[src/design/rcs_pkg.sv]
package rcs_pkg;
  // ---------------------------------------------------------------
  // Register map (byte addresses)
  // ---------------------------------------------------------------
  localparam logic [3:0] ADDR_CTRL = 4'h0; // Sequencing control
  localparam logic [3:0] ADDR_PWR = 4'h4; // Power-down shadow
  localparam logic [3:0] ADDR_STAT = 4'h8; // Read status
  localparam logic [31:0] CTRL_RST = 32'h0000_0000;
  localparam logic [2:0] PWR_RST = 3'h0; // All sections powered
  // CTRL fields
  localparam int C_SFC = 0; // [1:0] 64/80/96/128
  localparam int C_GS = 2; // Gain switching enable
  localparam int C_GS10 = 3; // Divide by ten select
  localparam int C_ADAPT = 4; // 1: adapt into user data
  localparam int C_BYTE = 5; // Byte-wide interface
  localparam int C_SURVIVOR_SEQ_BYPASS = 6; // Survivor register bypass
  localparam int C_DSE = 7; // Defect scan enable
  // PWR fields (one turns the section off)
  localparam int P_FE = 0;
  localparam int P_DS = 1;
  localparam int P_TB = 2;
  // ---------------------------------------------------------------
  // Sequencing constants
  // ---------------------------------------------------------------
  localparam logic [6:0] ACQ_COUNT = 7'h04; // Loop switch count
  localparam logic [8:0] TRAIN_CW = 9'h133; // Encoded training word
  localparam logic [7:0] SYNC1 = 8'h1f;
  localparam logic [7:0] SYNC2 = 8'h69;
  localparam logic [4:0] SYNC1_DLY = 5'h11; // 18 code clocks, 0..17
  localparam logic [3:0] WORD_LAST = 4'h8; // Nine code bits a word
  localparam logic [3:0] CLK_HI = 4'h5; // First high byte clock phase; high for four of nine
  localparam int CLK_NS = 5;
  localparam int TB_NS = 32; // Timebase code period
  localparam logic [3:0] TB_DIV = 4'((TB_NS + CLK_NS - 1) / CLK_NS);
  localparam logic [1:0] GAIN_NONE = 2'h0;
  localparam logic [1:0] GAIN_DIV6 = 2'h1;
  localparam logic [1:0] GAIN_DIV10 = 2'h2;
  localparam logic [1:0] RESP_OK = 2'h0;
  localparam logic [1:0] RESP_ERR = 2'h2;
  // Pin synchroniser lanes
  localparam int S_RG = 0, S_QP = 1, S_CK = 2, S_BIT = 3, S_DEF = 4;
  localparam int S_EQH = 5, S_PDN = 6, S_SG = 7, S_SEN = 8, S_N = 9;

  typedef enum logic [2:0] {
    ST_IDLE = 3'b000,
    ST_PRE = 3'b001,
    ST_ACQ = 3'b010,
    ST_LOCK = 3'b011,
    ST_DATA = 3'b100
  } rcs_state_e;

  // Half of the selected sync field count, in qualified pulses
  function automatic logic [6:0] sfc_half(input logic [1:0] sel);
    case (sel)
      2'h0: sfc_half = 7'h20;
      2'h1: sfc_half = 7'h28;
      2'h2: sfc_half = 7'h30;
      default: sfc_half = 7'h40;
    endcase
  endfunction
endpackage

[src/design/rcs_top.sv]
`timescale 1ns/1ps
module rcs_top
  import rcs_pkg::*;
(
  input wire logic SYS_CLK_I,
  input wire logic RST_N_I,
  input wire logic [3:0] S_AXI_AWADDR_I,
  input wire logic S_AXI_AWVALID_I,
  output logic S_AXI_AWREADY_O,
  input wire logic [31:0] S_AXI_WDATA_I,
  input wire logic [3:0] S_AXI_WSTRB_I,
  input wire logic S_AXI_WVALID_I,
  output logic S_AXI_WREADY_O,
  output logic [1:0] S_AXI_BRESP_O,
  output logic S_AXI_BVALID_O,
  input wire logic S_AXI_BREADY_I,
  input wire logic [3:0] S_AXI_ARADDR_I,
  input wire logic S_AXI_ARVALID_I,
  output logic S_AXI_ARREADY_O,
  output logic [31:0] S_AXI_RDATA_O,
  output logic [1:0] S_AXI_RRESP_O,
  output logic S_AXI_RVALID_O,
  input wire logic S_AXI_RREADY_I,
  input wire logic READ_GATE_IN_I,
  input wire logic QUAL_PULSE_I,
  input wire logic CODE_CLK_I,
  input wire logic CODE_BIT_I,
  input wire logic DEFECT_I,
  input wire logic EQUALIZER_COEFF_HOLD_I,
  input wire logic FULL_POWER_DOWN_N_I,
  input wire logic SERVO_GATE_I,
  input wire logic SERIAL_PORT_ENABLE_I,
  input wire logic [7:0] DEC_BYTE_I,
  input wire logic DEC_VALID_I,
  output logic INT_READ_GATE_O,
  output logic LOOP_REF_DATA_O,
  output logic DD_PD_SEL_O,
  output logic LOCK_O,
  output logic [1:0] PD_GAIN_O,
  output logic AGC_SAMPLED_O,
  output logic BOUNDARY_EN_O,
  output logic BYTE_CLK_SRC_DS_O,
  output logic BYTE_CLK_O,
  output logic [8:0] CODE_WORD_O,
  output logic CODE_WORD_VALID_O,
  output logic COEFF_HOLD_O,
  output logic LOOP_GAIN_DIV7_O,
  output logic SYNC_BYTE_FOUND_N_O,
  output logic [7:0] NRZ_O,
  output logic NRZ_OE_O,
  output logic FRONT_END_ON_O,
  output logic DATA_SYNC_ON_O,
  output logic TIMEBASE_ON_O
);
  // ---------------------------------------------------------------
  // Pin synchronisers
  // ---------------------------------------------------------------
  logic [S_N-1:0] s1_ff; // First stage, read only by s2_ff
  logic [S_N-1:0] s2_ff; // Safe copies of the pins
  logic ck_d_ff; // Previous code clock level
  logic sen_d_ff; // Previous port enable level
  wire logic [S_N-1:0] pins = {SERIAL_PORT_ENABLE_I, SERVO_GATE_I,
    FULL_POWER_DOWN_N_I, EQUALIZER_COEFF_HOLD_I, DEFECT_I, CODE_BIT_I,
    CODE_CLK_I, QUAL_PULSE_I, READ_GATE_IN_I};

  // Two flops per pin; code clock and data share one sample point
  always_ff @(posedge SYS_CLK_I or negedge RST_N_I) begin
    if (!RST_N_I) begin
      s1_ff <= '0;
      s2_ff <= '0;
      ck_d_ff <= 1'b0;
      sen_d_ff <= 1'b0;
    end else begin
      s1_ff <= pins;
      s2_ff <= s1_ff;
      ck_d_ff <= s2_ff[S_CK];
      sen_d_ff <= s2_ff[S_SEN];
    end
  end

  logic qp_d_ff; // Previous qualified pulse level
  wire logic rg = s2_ff[S_RG];
  wire logic crise = s2_ff[S_CK] & ~ck_d_ff; // Code clock edge
  wire logic qrise = s2_ff[S_QP] & ~qp_d_ff;
  wire logic sen_fall = sen_d_ff & ~s2_ff[S_SEN];

  // ---------------------------------------------------------------
  // Registers
  // ---------------------------------------------------------------
  logic [7:0] ctrl_ff; // Control fields
  logic [2:0] pd_sh_ff; // Power bits as written
  logic [2:0] pd_live_ff; // Power bits in force
  rcs_state_e st_ff; // Read sequencing state
  logic [6:0] cnt_ff; // Qualified pulse count
  logic sbd_n_ff; // Sync byte found, active low
  wire logic scan = ctrl_ff[C_DSE] & ctrl_ff[C_SURVIVOR_SEQ_BYPASS] & ctrl_ff[C_BYTE];
  logic [8:0] sr_ff; // Incoming code bits
  wire logic [8:0] nxt_sr = {sr_ff[7:0], s2_ff[S_BIT]};
  // Boundary word seen on the stream once the search is enabled
  wire logic bnd_hit = BOUNDARY_EN_O && nxt_sr == TRAIN_CW;

  // ---------------------------------------------------------------
  // AXI4-Lite slave
  // ---------------------------------------------------------------
  logic aw_ok_ff; // Address held until data arrives
  logic w_ok_ff;
  logic [3:0] awa_ff;
  logic [31:0] wd_ff;
  logic [3:0] ws_ff;
  wire logic aw_hs = S_AXI_AWVALID_I & S_AXI_AWREADY_O;
  wire logic w_hs = S_AXI_WVALID_I & S_AXI_WREADY_O;
  wire logic do_wr = aw_ok_ff & w_ok_ff & ~S_AXI_BVALID_O;

  // Address and data are taken in either order
  always_ff @(posedge SYS_CLK_I or negedge RST_N_I) begin
    if (!RST_N_I) begin
      aw_ok_ff <= 1'b0;
      w_ok_ff <= 1'b0;
      awa_ff <= '0;
      wd_ff <= '0;
      ws_ff <= '0;
      S_AXI_AWREADY_O <= 1'b0;
      S_AXI_WREADY_O <= 1'b0;
      S_AXI_BVALID_O <= 1'b0;
      S_AXI_BRESP_O <= RESP_OK;
    end else begin
      S_AXI_AWREADY_O <= ~aw_ok_ff & ~aw_hs;
      S_AXI_WREADY_O <= ~w_ok_ff & ~w_hs;
      if (aw_hs) begin
        aw_ok_ff <= 1'b1;
        awa_ff <= S_AXI_AWADDR_I;
      end
      if (w_hs) begin
        w_ok_ff <= 1'b1;
        wd_ff <= S_AXI_WDATA_I;
        ws_ff <= S_AXI_WSTRB_I;
      end
      if (do_wr) begin
        S_AXI_BVALID_O <= 1'b1;
        S_AXI_BRESP_O <= (awa_ff == ADDR_CTRL || awa_ff == ADDR_PWR) ?
          RESP_OK : RESP_ERR;
        aw_ok_ff <= 1'b0;
        w_ok_ff <= 1'b0;
      end else if (S_AXI_BREADY_I) begin
        S_AXI_BVALID_O <= 1'b0;
      end
    end
  end

  // Register writes; only byte lane 0 carries fields
  always_ff @(posedge SYS_CLK_I or negedge RST_N_I) begin
    if (!RST_N_I) begin
      ctrl_ff <= CTRL_RST[7:0];
      pd_sh_ff <= PWR_RST;
    end else if (do_wr && ws_ff[0]) begin
      // The port is never gated by power state
      if (awa_ff == ADDR_CTRL) ctrl_ff <= wd_ff[7:0];
      if (awa_ff == ADDR_PWR) pd_sh_ff <= wd_ff[2:0];
    end
  end

  // Reads answer one cycle after the address is taken
  always_ff @(posedge SYS_CLK_I or negedge RST_N_I) begin
    if (!RST_N_I) begin
      S_AXI_ARREADY_O <= 1'b0;
      S_AXI_RVALID_O <= 1'b0;
      S_AXI_RDATA_O <= '0;
      S_AXI_RRESP_O <= RESP_OK;
    end else begin
      S_AXI_ARREADY_O <= ~S_AXI_RVALID_O & ~S_AXI_ARREADY_O;
      if (S_AXI_ARVALID_I && S_AXI_ARREADY_O) begin
        S_AXI_RVALID_O <= 1'b1;
        S_AXI_RRESP_O <= RESP_OK;
        case (S_AXI_ARADDR_I)
          ADDR_CTRL: S_AXI_RDATA_O <= {24'h0, ctrl_ff};
          ADDR_PWR: S_AXI_RDATA_O <= {29'h0, pd_sh_ff};
          ADDR_STAT: S_AXI_RDATA_O <= {18'h0, pd_live_ff, sbd_n_ff,
            st_ff, cnt_ff};
          default: begin
            S_AXI_RDATA_O <= '0;
            S_AXI_RRESP_O <= RESP_ERR;
          end
        endcase
      end else if (S_AXI_RREADY_I) begin
        S_AXI_RVALID_O <= 1'b0;
      end
    end
  end

  // ---------------------------------------------------------------
  // Preamble counting and lock
  // ---------------------------------------------------------------
  // Gate drop returns everything to the timebase at once
  always_ff @(posedge SYS_CLK_I or negedge RST_N_I) begin
    if (!RST_N_I) begin
      st_ff <= ST_IDLE;
      cnt_ff <= '0;
      qp_d_ff <= 1'b0;
      INT_READ_GATE_O <= 1'b0;
      LOOP_REF_DATA_O <= 1'b0;
      DD_PD_SEL_O <= 1'b0;
      LOCK_O <= 1'b0;
      PD_GAIN_O <= GAIN_NONE;
      AGC_SAMPLED_O <= 1'b0;
      BOUNDARY_EN_O <= 1'b0;
      BYTE_CLK_SRC_DS_O <= 1'b0;
    end else begin
      qp_d_ff <= s2_ff[S_QP];
      if (!rg) begin
        st_ff <= ST_IDLE;
        cnt_ff <= '0;
        INT_READ_GATE_O <= 1'b0;
        LOOP_REF_DATA_O <= 1'b0;
        DD_PD_SEL_O <= 1'b0;
        LOCK_O <= 1'b0;
        PD_GAIN_O <= GAIN_NONE;
        AGC_SAMPLED_O <= 1'b0;
        BOUNDARY_EN_O <= 1'b0;
        BYTE_CLK_SRC_DS_O <= 1'b0;
      end else begin
        case (st_ff)
          ST_IDLE: st_ff <= ST_PRE;
          ST_PRE, ST_ACQ: begin
            if (qrise) cnt_ff <= cnt_ff + 7'h01;
            if (st_ff == ST_PRE && cnt_ff == ACQ_COUNT) begin
              st_ff <= ST_ACQ;
              INT_READ_GATE_O <= 1'b1;
              LOOP_REF_DATA_O <= 1'b1;
              DD_PD_SEL_O <= 1'b1;
            end
            // Count is in pulses, the field length twice that
            if (st_ff == ST_ACQ && cnt_ff == sfc_half(ctrl_ff[1:0])) begin
              st_ff <= ST_LOCK;
              LOCK_O <= 1'b1;
              if (ctrl_ff[C_GS])
                PD_GAIN_O <= ctrl_ff[C_GS10] ? GAIN_DIV10 : GAIN_DIV6;
              AGC_SAMPLED_O <= 1'b1;
              BOUNDARY_EN_O <= 1'b1;
              BYTE_CLK_SRC_DS_O <= 1'b1;
            end
          end
          ST_LOCK: if (crise && bnd_hit) st_ff <= ST_DATA;
          ST_DATA: st_ff <= ST_DATA;
          default: st_ff <= ST_IDLE;
        endcase
      end
    end
  end

  // ---------------------------------------------------------------
  // Code word alignment and byte clock
  // ---------------------------------------------------------------
  logic [3:0] bit_ff; // Bit position within a word
  logic [3:0] ph_ff; // Byte clock phase
  logic [3:0] tb_ff; // Timebase divider
  wire logic tb_tick = tb_ff == TB_DIV - 4'h1;
  wire logic tick = BYTE_CLK_SRC_DS_O ? crise : tb_tick;
  wire logic fall = tick && ph_ff == WORD_LAST; // Byte clock falls

  // Words leave only once the boundary is known
  always_ff @(posedge SYS_CLK_I or negedge RST_N_I) begin
    if (!RST_N_I) begin
      sr_ff <= '0;
      bit_ff <= '0;
      CODE_WORD_O <= '0;
      CODE_WORD_VALID_O <= 1'b0;
    end else begin
      CODE_WORD_VALID_O <= 1'b0;
      if (crise) sr_ff <= nxt_sr;
      if (st_ff != ST_DATA || !rg) begin
        bit_ff <= '0;
      end else if (crise) begin
        bit_ff <= (bit_ff == WORD_LAST) ? 4'h0 : bit_ff + 4'h1;
        if (bit_ff == WORD_LAST) begin
          CODE_WORD_O <= nxt_sr;
          CODE_WORD_VALID_O <= 1'b1;
        end
      end
    end
  end

  // Phase is kept across the source switch, so the period around it
  // can stretch or shorten; the boundary restarts it low.
  always_ff @(posedge SYS_CLK_I or negedge RST_N_I) begin
    if (!RST_N_I) begin
      tb_ff <= '0;
      ph_ff <= '0;
      BYTE_CLK_O <= 1'b0;
    end else begin
      tb_ff <= tb_tick ? 4'h0 : tb_ff + 4'h1;
      if (st_ff == ST_LOCK && crise && bnd_hit) begin
        ph_ff <= '0;
        BYTE_CLK_O <= 1'b0;
      end else if (tick) begin
        ph_ff <= (ph_ff == WORD_LAST) ? 4'h0 : ph_ff + 4'h1;
        BYTE_CLK_O <= ph_ff >= CLK_HI - 4'h1 && ph_ff != WORD_LAST;
      end
    end
  end

  // ---------------------------------------------------------------
  // Sync byte detection and output bytes
  // ---------------------------------------------------------------
  logic wait_ff; // First sync byte seen, delay running
  logic [4:0] dly_ff; // Code clocks since the first sync byte

  always_ff @(posedge SYS_CLK_I or negedge RST_N_I) begin
    if (!RST_N_I) begin
      sbd_n_ff <= 1'b1;
      wait_ff <= 1'b0;
      dly_ff <= '0;
      NRZ_O <= '0;
      NRZ_OE_O <= 1'b0;
    end else begin
      NRZ_OE_O <= rg;
      if (!rg) begin
        sbd_n_ff <= 1'b1;
        wait_ff <= 1'b0;
        dly_ff <= '0;
        NRZ_O <= '0;
      end else if (scan) begin
        // Defect scan reports at lock, MSB only
        if (st_ff == ST_ACQ && cnt_ff == sfc_half(ctrl_ff[1:0]))
          sbd_n_ff <= 1'b0;
        if (!sbd_n_ff && fall) NRZ_O <= {s2_ff[S_DEF], 7'h0};
      end else if (!sbd_n_ff) begin
        if (DEC_VALID_I) NRZ_O <= DEC_BYTE_I;
      end else if (wait_ff) begin
        // The decoder keeps running; its two bytes are skipped
        if (crise) dly_ff <= dly_ff + 5'h01;
        if (crise && dly_ff == SYNC1_DLY) begin
          sbd_n_ff <= 1'b0;
          NRZ_O <= SYNC2;
        end
      end else if (st_ff == ST_DATA && DEC_VALID_I) begin
        if (DEC_BYTE_I == SYNC2) begin
          sbd_n_ff <= 1'b0;
          NRZ_O <= SYNC2;
        end else if (DEC_BYTE_I == SYNC1) begin
          wait_ff <= 1'b1;
        end
      end else begin
        NRZ_O <= '0;
      end
    end
  end
  assign SYNC_BYTE_FOUND_N_O = sbd_n_ff;

  // ---------------------------------------------------------------
  // Equalizer adaptation control
  // ---------------------------------------------------------------
  // With C_ADAPT clear, adaptation runs until sync detection, which in dual format
  // covers the training, first sync and propagation bytes
  always_ff @(posedge SYS_CLK_I or negedge RST_N_I) begin
    if (!RST_N_I) begin
      COEFF_HOLD_O <= 1'b0;
      LOOP_GAIN_DIV7_O <= 1'b0;
    end else begin
      COEFF_HOLD_O <= s2_ff[S_EQH] |
        (~ctrl_ff[C_ADAPT] & ~sbd_n_ff);
      LOOP_GAIN_DIV7_O <= ctrl_ff[C_ADAPT] & ~sbd_n_ff;
    end
  end

  // ---------------------------------------------------------------
  // Power management
  // ---------------------------------------------------------------
  always_ff @(posedge SYS_CLK_I or negedge RST_N_I) begin
    if (!RST_N_I) begin
      pd_live_ff <= PWR_RST;
      FRONT_END_ON_O <= 1'b0;
      DATA_SYNC_ON_O <= 1'b0;
      TIMEBASE_ON_O <= 1'b0;
    end else begin
      if (sen_fall) pd_live_ff <= pd_sh_ff;
      // Pin low wins over bits and servo gate
      FRONT_END_ON_O <= s2_ff[S_PDN] &
        (s2_ff[S_SG] | ~pd_live_ff[P_FE]);
      DATA_SYNC_ON_O <= s2_ff[S_PDN] & ~pd_live_ff[P_DS];
      TIMEBASE_ON_O <= s2_ff[S_PDN] & ~pd_live_ff[P_TB];
    end
  end

  wire logic at_sfc = st_ff == ST_ACQ && cnt_ff == sfc_half(ctrl_ff[1:0]);
endmodule

[config.mk]
export PLATFORM = sky130hd
export DESIGN_NAME = rcs_top
export DESIGN_NICKNAME = d
export VERILOG_FILES = /design/src/design/rcs_pkg.sv /design/src/design/rcs_top.sv
export SDC_FILE = /design/constraint.sdc
export NUM_CORES = 1
export LEC_CHECK = 0
export BUFFER_PORTS_ARGS = -buffer_cell sky130_fd_sc_hd__buf_2
export CAP_MARGIN = 10
export CORE_UTILIZATION = 53
export DETAILED_ROUTE_END_ITERATION = 16
export GPL_TIMING_DRIVEN = 0
export PLACE_DENSITY = 0.88
export SKIP_CTS_REPAIR_TIMING = 1
export SLEW_MARGIN = 0
export SYNTH_ARGS = -nofsm -noshare
export SYNTH_HDL_FRONTEND = slang
export SYNTH_SLANG_ARGS = --single-unit
[constraint.sdc]
create_clock -name SYS_CLK_I -period 2.44 [get_ports SYS_CLK_I]
set_input_delay 0.122 -clock SYS_CLK_I [delete_from_list [all_inputs] [get_ports SYS_CLK_I]]
set_output_delay 0.122 -clock SYS_CLK_I [all_outputs]
set_load 0.02 [all_outputs]
=== After elaboration in Yosys (flattened, before gate mapping) ===
Index checks and enable logic that the tools add are counted.

* Bits of input ports: 69
* Bits in registers: 157

* $add $sub $neg: 5
* Multiplexer cells: 77
* Equality and inequality tests: 37
* Order comparisons: 1
* Bitwise logic cells: 35
* Reductions and logical operators: 41

{| class="wikitable"
|+ Operators with widths
! cell !! count
|-
| $mux W8 || 9
|-
| $mux W7 || 7
|-
| $pmux W14 S3 || 1
|-
| $mux W1 || 35
|-
| $mux W4 || 7
|-
| $mux W5 || 5
|-
| $pmux W7 S3 || 1
|-
| $and A1 B1 Y1 || 17
|-
| $ne A2 B1 Y1 const B || 8
|-
| $not A1 Y1 || 16
|-
| $eq A7 B7 Y1 || 2
|-
| $logic_and A1 B1 Y1 || 14
|-
| $mux W2 || 7
|-
| $reduce_and A2 Y1 || 7
|-
| $add A4 B1 Y4 const B || 3
|-
| $eq A4 B3 Y1 const B || 3
|-
| $eq A4 B4 Y1 const B || 3
|-
| $mux W3 || 4
|-
| $pmux W3 S4 || 1
|-
| $reduce_bool A2 Y1 || 6
|-
| $eq A9 B9 Y1 const B || 1
|-
| $eq A8 B5 Y1 const B || 1
|-
| $eq A8 B7 Y1 const B || 1
|-
| $logic_not A4 Y1 || 2
|-
| other kinds (26) || 35
|}

=== Longest topological paths before layout ===
* Depth in word-level cells: 9
* Mapped depth: 8
* Mapped depth without buffers: 7

=== Worst setup path before layout ===
OpenSTA, ideal clock, no wires.

* Path kind: reg-to-reg
* Start point: register BYTE_CLK_SRC_DS_O
* End point: register NRZ_O[0]
* Setup time: 0.125 ns
* Stages on the path, launching flop included: 7
* Period minus slack after synthesis: 1.951 ns
* Path slack: 0.489 ns
* Data required time: 2.315 ns
* Arrival time: 1.826 ns
* Cell sequence: dfrtp_1 -> nand3b_1 -> a21boi_0 -> o311ai_0 -> o311a_1 -> buf_4 -> mux2_2

* Word-level cells in the longest chain between the ends: 5

{| class="wikitable"
|+ Ends and longest elaborated chain
! element !! line !! source
|-
| start: declaration || rcs_top.sv:42 || <nowiki>output logic BYTE_CLK_SRC_DS_O,</nowiki>
|-
| start signal: assignment || rcs_top.sv:206 || <nowiki>BYTE_CLK_SRC_DS_O <= 1'b0;</nowiki>
|-
| start signal: assignment || rcs_top.sv:219 || <nowiki>BYTE_CLK_SRC_DS_O <= 1'b0;</nowiki>
|-
| start signal: assignment || rcs_top.sv:239 || <nowiki>BYTE_CLK_SRC_DS_O <= 1'b1;</nowiki>
|-
| $mux W1 || rcs_top.sv:257 || <nowiki>wire logic tick = BYTE_CLK_SRC_DS_O ? crise : tb_tick;</nowiki>
|-
| $logic_and A1 B1 Y1 || rcs_top.sv:258 || <nowiki>wire logic fall = tick && ph_ff == WORD_LAST;</nowiki>
|-
| $logic_and A1 B1 Y1 || rcs_top.sv:325 || <nowiki>if (!sbd_n_ff && fall) NRZ_O <= {s2_ff[S_DEF], 7'h0};</nowiki>
|-
| $ne A3 B2 Y1 (no source line) || n/a ||
|-
| $reduce_and A4 Y1 (no source line) || n/a ||
|-
| end signal: assignment || rcs_top.sv:325 ||
|-
| end: declaration || rcs_top.sv:49 || <nowiki>output logic [7:0] NRZ_O,</nowiki>
|}

Every way passes these cells.
A chain may end at the register's enable or synchronous reset.

=== Worst setup path in the final report ===
* Start point: register st_ff[1]
* End point: register CODE_WORD_O[2]

* Word-level cells in the longest chain between the ends: 4

{| class="wikitable"
|+ Ends and longest elaborated chain
! element !! line !! source
|-
| start: declaration || rcs_top.sv:93 || <nowiki>rcs_state_e st_ff;</nowiki>
|-
| start signal: assignment || rcs_top.sv:196 || <nowiki>st_ff <= ST_IDLE;</nowiki>
|-
| start signal: assignment || rcs_top.sv:210 || <nowiki>st_ff <= ST_IDLE;</nowiki>
|-
| start signal: assignment || rcs_top.sv:222 || <nowiki>ST_IDLE: st_ff <= ST_PRE;</nowiki>
|-
| $ne A3 B3 Y1 || rcs_top.sv:270 || <nowiki>if (st_ff != ST_DATA || !rg) begin</nowiki>
|-
| $logic_or A1 B1 Y1 || rcs_top.sv:270 ||
|-
| $not A1 Y1 (no source line) || n/a ||
|-
| $reduce_and A3 Y1 (no source line) || n/a ||
|-
| end signal: assignment || rcs_top.sv:275 || <nowiki>CODE_WORD_O <= nxt_sr;</nowiki>
|-
| end: declaration || rcs_top.sv:44 || <nowiki>output logic [8:0] CODE_WORD_O,</nowiki>
|}

Every way passes these cells.

==> run_results.csv <==
group,metric,value,unit
power,p_leak,3.77,nW
power,p_clk_share,40.8,%
critical_path,cp.arrival,2.63,ns
drt,drt_iter0_drc,390,
critical_path,worstPathRequired,2.83,ns
outcome,outcome,"complete, but fails checks",
synth,async_reset_ff_share,100,%
min_path,holdPathStages,4,
die,die_h,107,um
sta,slew_headroom,21.5,%
power,p_int,4.54,mW
global_routing,grt_max_degree,107,
global_routing,antenna_found_initial,0,
sta,finalSetupViolCount,0,
global_routing,grt_use_total,24.3,%
critical_path,r2r_cells,5,
drt,viasPerCell,5.50,
sta,slew_viol_final,0,
critical_path,cpMaxStageDelayCell,"nor4_4",
cells_and_area,final_core_util,70.0,%
clock_tree,clock-sinks,137,
drt,final_antenna_net_count,0,
cells_and_area,final_cell_mix,"dfrtp_1 (136), buf_2 (97), nand2_1 (71)",
synth,synth_edf_count,0,
synth,synth.distinct_cells,56,
clock_tree,numCtsBuffers,17,
synth,yosysSeqAreaShare,58.2,%
drt,drt_first_pass_iters,7,
critical_path,start_kind,"register",
sta,fmax,0.447,GHz
global_routing,grt_pass1_vias,4513,
synth,ys_ff_latch,137,
min_path,hold_end,"NRZ_O[3]$_DFFE_PN0P_",
critical_path,r2r_setup_slack,0.20,ns
place,dpl_cell_area,6640,um2
drt,routed_wire_length_per_instance,16.9,um
drt,routed_wl,14.1,mm
critical_path,cp_top_family,"simple AND/OR/NAND/NOR gates",
synth,syn_area,5890,um2
sta,fin_crit_sh,91.6,%
synth,synth_top_area_cell,"dfrtp_1",
synth,synthCells,514,
drt,drc,0,
place,dp.cells,769,
place,io_buffers,95,
critical_path,path_cells,"buf_2 -> nor3b_4 -> nand2_2 -> nor4_4 -> mux2_2",
cells_and_area,drive_gt1_share,29.9,%
die,dieWidth,107,um
cells_and_area,synthToLayoutAreaGrowth,28.8,%
die,dieArea,11500,um2
sta,hold_ws,-0.0248,ns
clock_tree,cts-root-buf,"clkbuf_8",
flow_run,drv_cap,0,
min_path,hold_start,"DEC_BYTE_I[3]",
synth,syn-mean-instance-area,11.5,um2
synth,yosysWarnings,0,
power,powerDensity,834,nW/um2
cells_and_area,multi_input_area,2200,um2
sta,hold_viol,2,
critical_path,worstPathMaxFanout,10,
clock_tree,cts_tree,"yes",
cells_and_area,num_antenna_cells,0,
critical_path,end_kind,"register",
min_path,hold_class,"input pin to register",
cells_and_area,final_cell_area,7590,um2
clock_tree,clkTransAtPathRegs,0.06,ns
cells_and_area,final_nets,760,
sta,min_period,2.24,ns
sta,fin_skew,0.00769,ns
power,power_frac_seq,45.3,%
power,ir_worst_vdd,0.754,mV
synth,synth_flop_cell,"dfrtp_1",
power,switching_share,28.3,%
sta,worst_slew_pin_slew,1.15,ns
clock_tree,clk_latency,0.52,ns
cells_and_area,final_cells,836,
die,rows,38,
global_routing,grt_first_pass_wirelength,21.3,mm
cells_and_area,final_common_cell,"dfrtp_1",
clock_tree,cts_max_path_buffers,2,
critical_path,setup.worst_path.class,"register to register",
cells_and_area,ff_latch_area,3430,um2
global_routing,grt-ovfl-total,0,
synth,synth_area_leaders,"dfrtp_1 (58%), mux2_2 (7.8%), nand2_1 (4.5%)",
critical_path,cpPeakStageDelay,0.66,ns
power,finalPower,6.33,mW
die,num_io_pins,145,
critical_path,reg2reg_to,"CODE_WORD_O[2]$_DFFE_PN0P_",
die,initial_utilization,54.3,%
sta,rsz0062_at_grt,"false",
power,switchingPower,1.79,mW
power,p_comb_share,13.9,%
clock_tree,cts.htree.levels,4,
place,place_congestion,0.767,
critical_path,r2r-start,"st_ff[1]$_DFFE_PN0P_",
critical_path,cp-startpoint,"st_ff[1]$_DFFE_PN0P_",
outcome,violations,"hold timing",
synth,yosysTopAreaCellShare,57.8,%
cells_and_area,fillCellCount,695,
critical_path,cp_num_buf_inv,1,
place,place_hpwl,8.72,mm
die,core,10800,um2
drt,vias,4602,
## power by group through the flow
stage          sequential (mW)  combinational [mW]  clock [mW]
2_1_floorplan             2.90               0.468           0
3_3_place_gp              2.85               0.770           0
3_5_place_dp              2.88               0.819           0
4_1_cts                   2.85               0.836        2.60
5_1_grt                   2.90               0.962        2.70
6_report                  2.87               0.882        2.58
## metal layers
| layer | GRT usage, % | share of wire [%] |
|---|---|---|
| met1 | 29.4 | 41 |
| met2 | 40.5 | 52 |
| met3 | 6.11 | 5.1 |
| met4 | 12.5 | 2.1 |
| met5 | 0 | 0 |
## tightest hold or removal path, delay by kind of cell
kind | cells | cell delay, ns
buf+inv | 1 | 0.09
mux | 1 | 0.14
simple gates | 2 | 0.11
## state kept, by name, summed over array words and instances, names as in the netlist, 3 cells and up
name           flops
CODE_WORD_O        9
NRZ_O              8
S_AXI_RDATA_O     14
awa_ff             4
bit_ff             4
cnt_ff             7
ctrl_ff            8
dly_ff             5
pd_live_ff         3
pd_sh_ff           3
ph_ff              4
s1_ff              9
s2_ff              9
sr_ff              8
st_ff              3
tb_ff              4
wd_ff              8
## cells by family after synthesis
logic type | after synthesis | share of synthesized area (%)
AO/OA/AOI/OAI | 73 | 8.56
flip-flops | 137 | 58.2
other | 1 | 0.0637
multiplexers | 57 | 10.6
XOR/XNOR | 10 | 1.49
AND/OR/NAND/NOR | 168 | 13.8
buffers and inverters | 60 | 5.55
adder cells (fa/ha/maj) | 8 | 1.70
## stage by stage
| step | setup WS [ns] | TNS, ns |
|---|---|---|
| global route | 0.0150 | 0 |
| CTS | 0.192 | 0 |
| floorplan | 0.489 | 0 |
| detailed placement | 0.142 | 0 |
| global placement | -0.452 | -59.96 |
| finish | 0.205 | 0 |
## area by class of cell
cell class | count | area share (%)
Sequential cell | 137 | 45.2
Timing Repair Buffer | 131 | 11.3
Multi-Input combinational cell | 336 | 29.0
Tap cell | 140 | 2.31
Buffer | 39 | 3.27
Clock inverter | 13 | 2.05
Inverter | 21 | 1.04
Clock buffer | 19 | 5.82
## synth_stat cells (2+ instances only)
cell type  count
nand4_1        3
o21bai_1       2
and3_1         4
xor2_1         5
a31o_2         3
inv_1         21
nand2b_1       5
dfrtp_1      136
xnor2_1        5
nor2_1        39
clkbuf_1      10
buf_2          3
nor2b_1        8
nand3_1       14
a211o_1        2
nand2_1       71
buf_4         26
a21oi_1       17
nor3_1         3
a21boi_0       2
ha_1           8
nor4b_1        2
mux2_2        41
mux2i_1       16
nand3b_1       2
or3_1          3
o21ai_0       18
a22o_1        10
a22oi_1        2
and3b_1        2
a211oi_1       6
## worst max-delay path by stage
stage | to | slack, ns | cells past startpoint
floorplan | NRZ_O[0]$_DFFE_PN0P_ | 0.49 | 6
global placement | S_AXI_AWREADY_O$_DFF_PN0_ | -0.45 | 1
detailed placement | ph_ff[3]$_DFFE_PN0P_ | 0.14 | 5
CTS | ph_ff[1]$_DFFE_PN0P_ | 0.19 | 5
global route | ph_ff[1]$_DFFE_PN0P_ | 0.02 | 5
finish | CODE_WORD_O[2]$_DFFE_PN0P_ | 0.20 | 5
(Power assumes the default switching activity.)
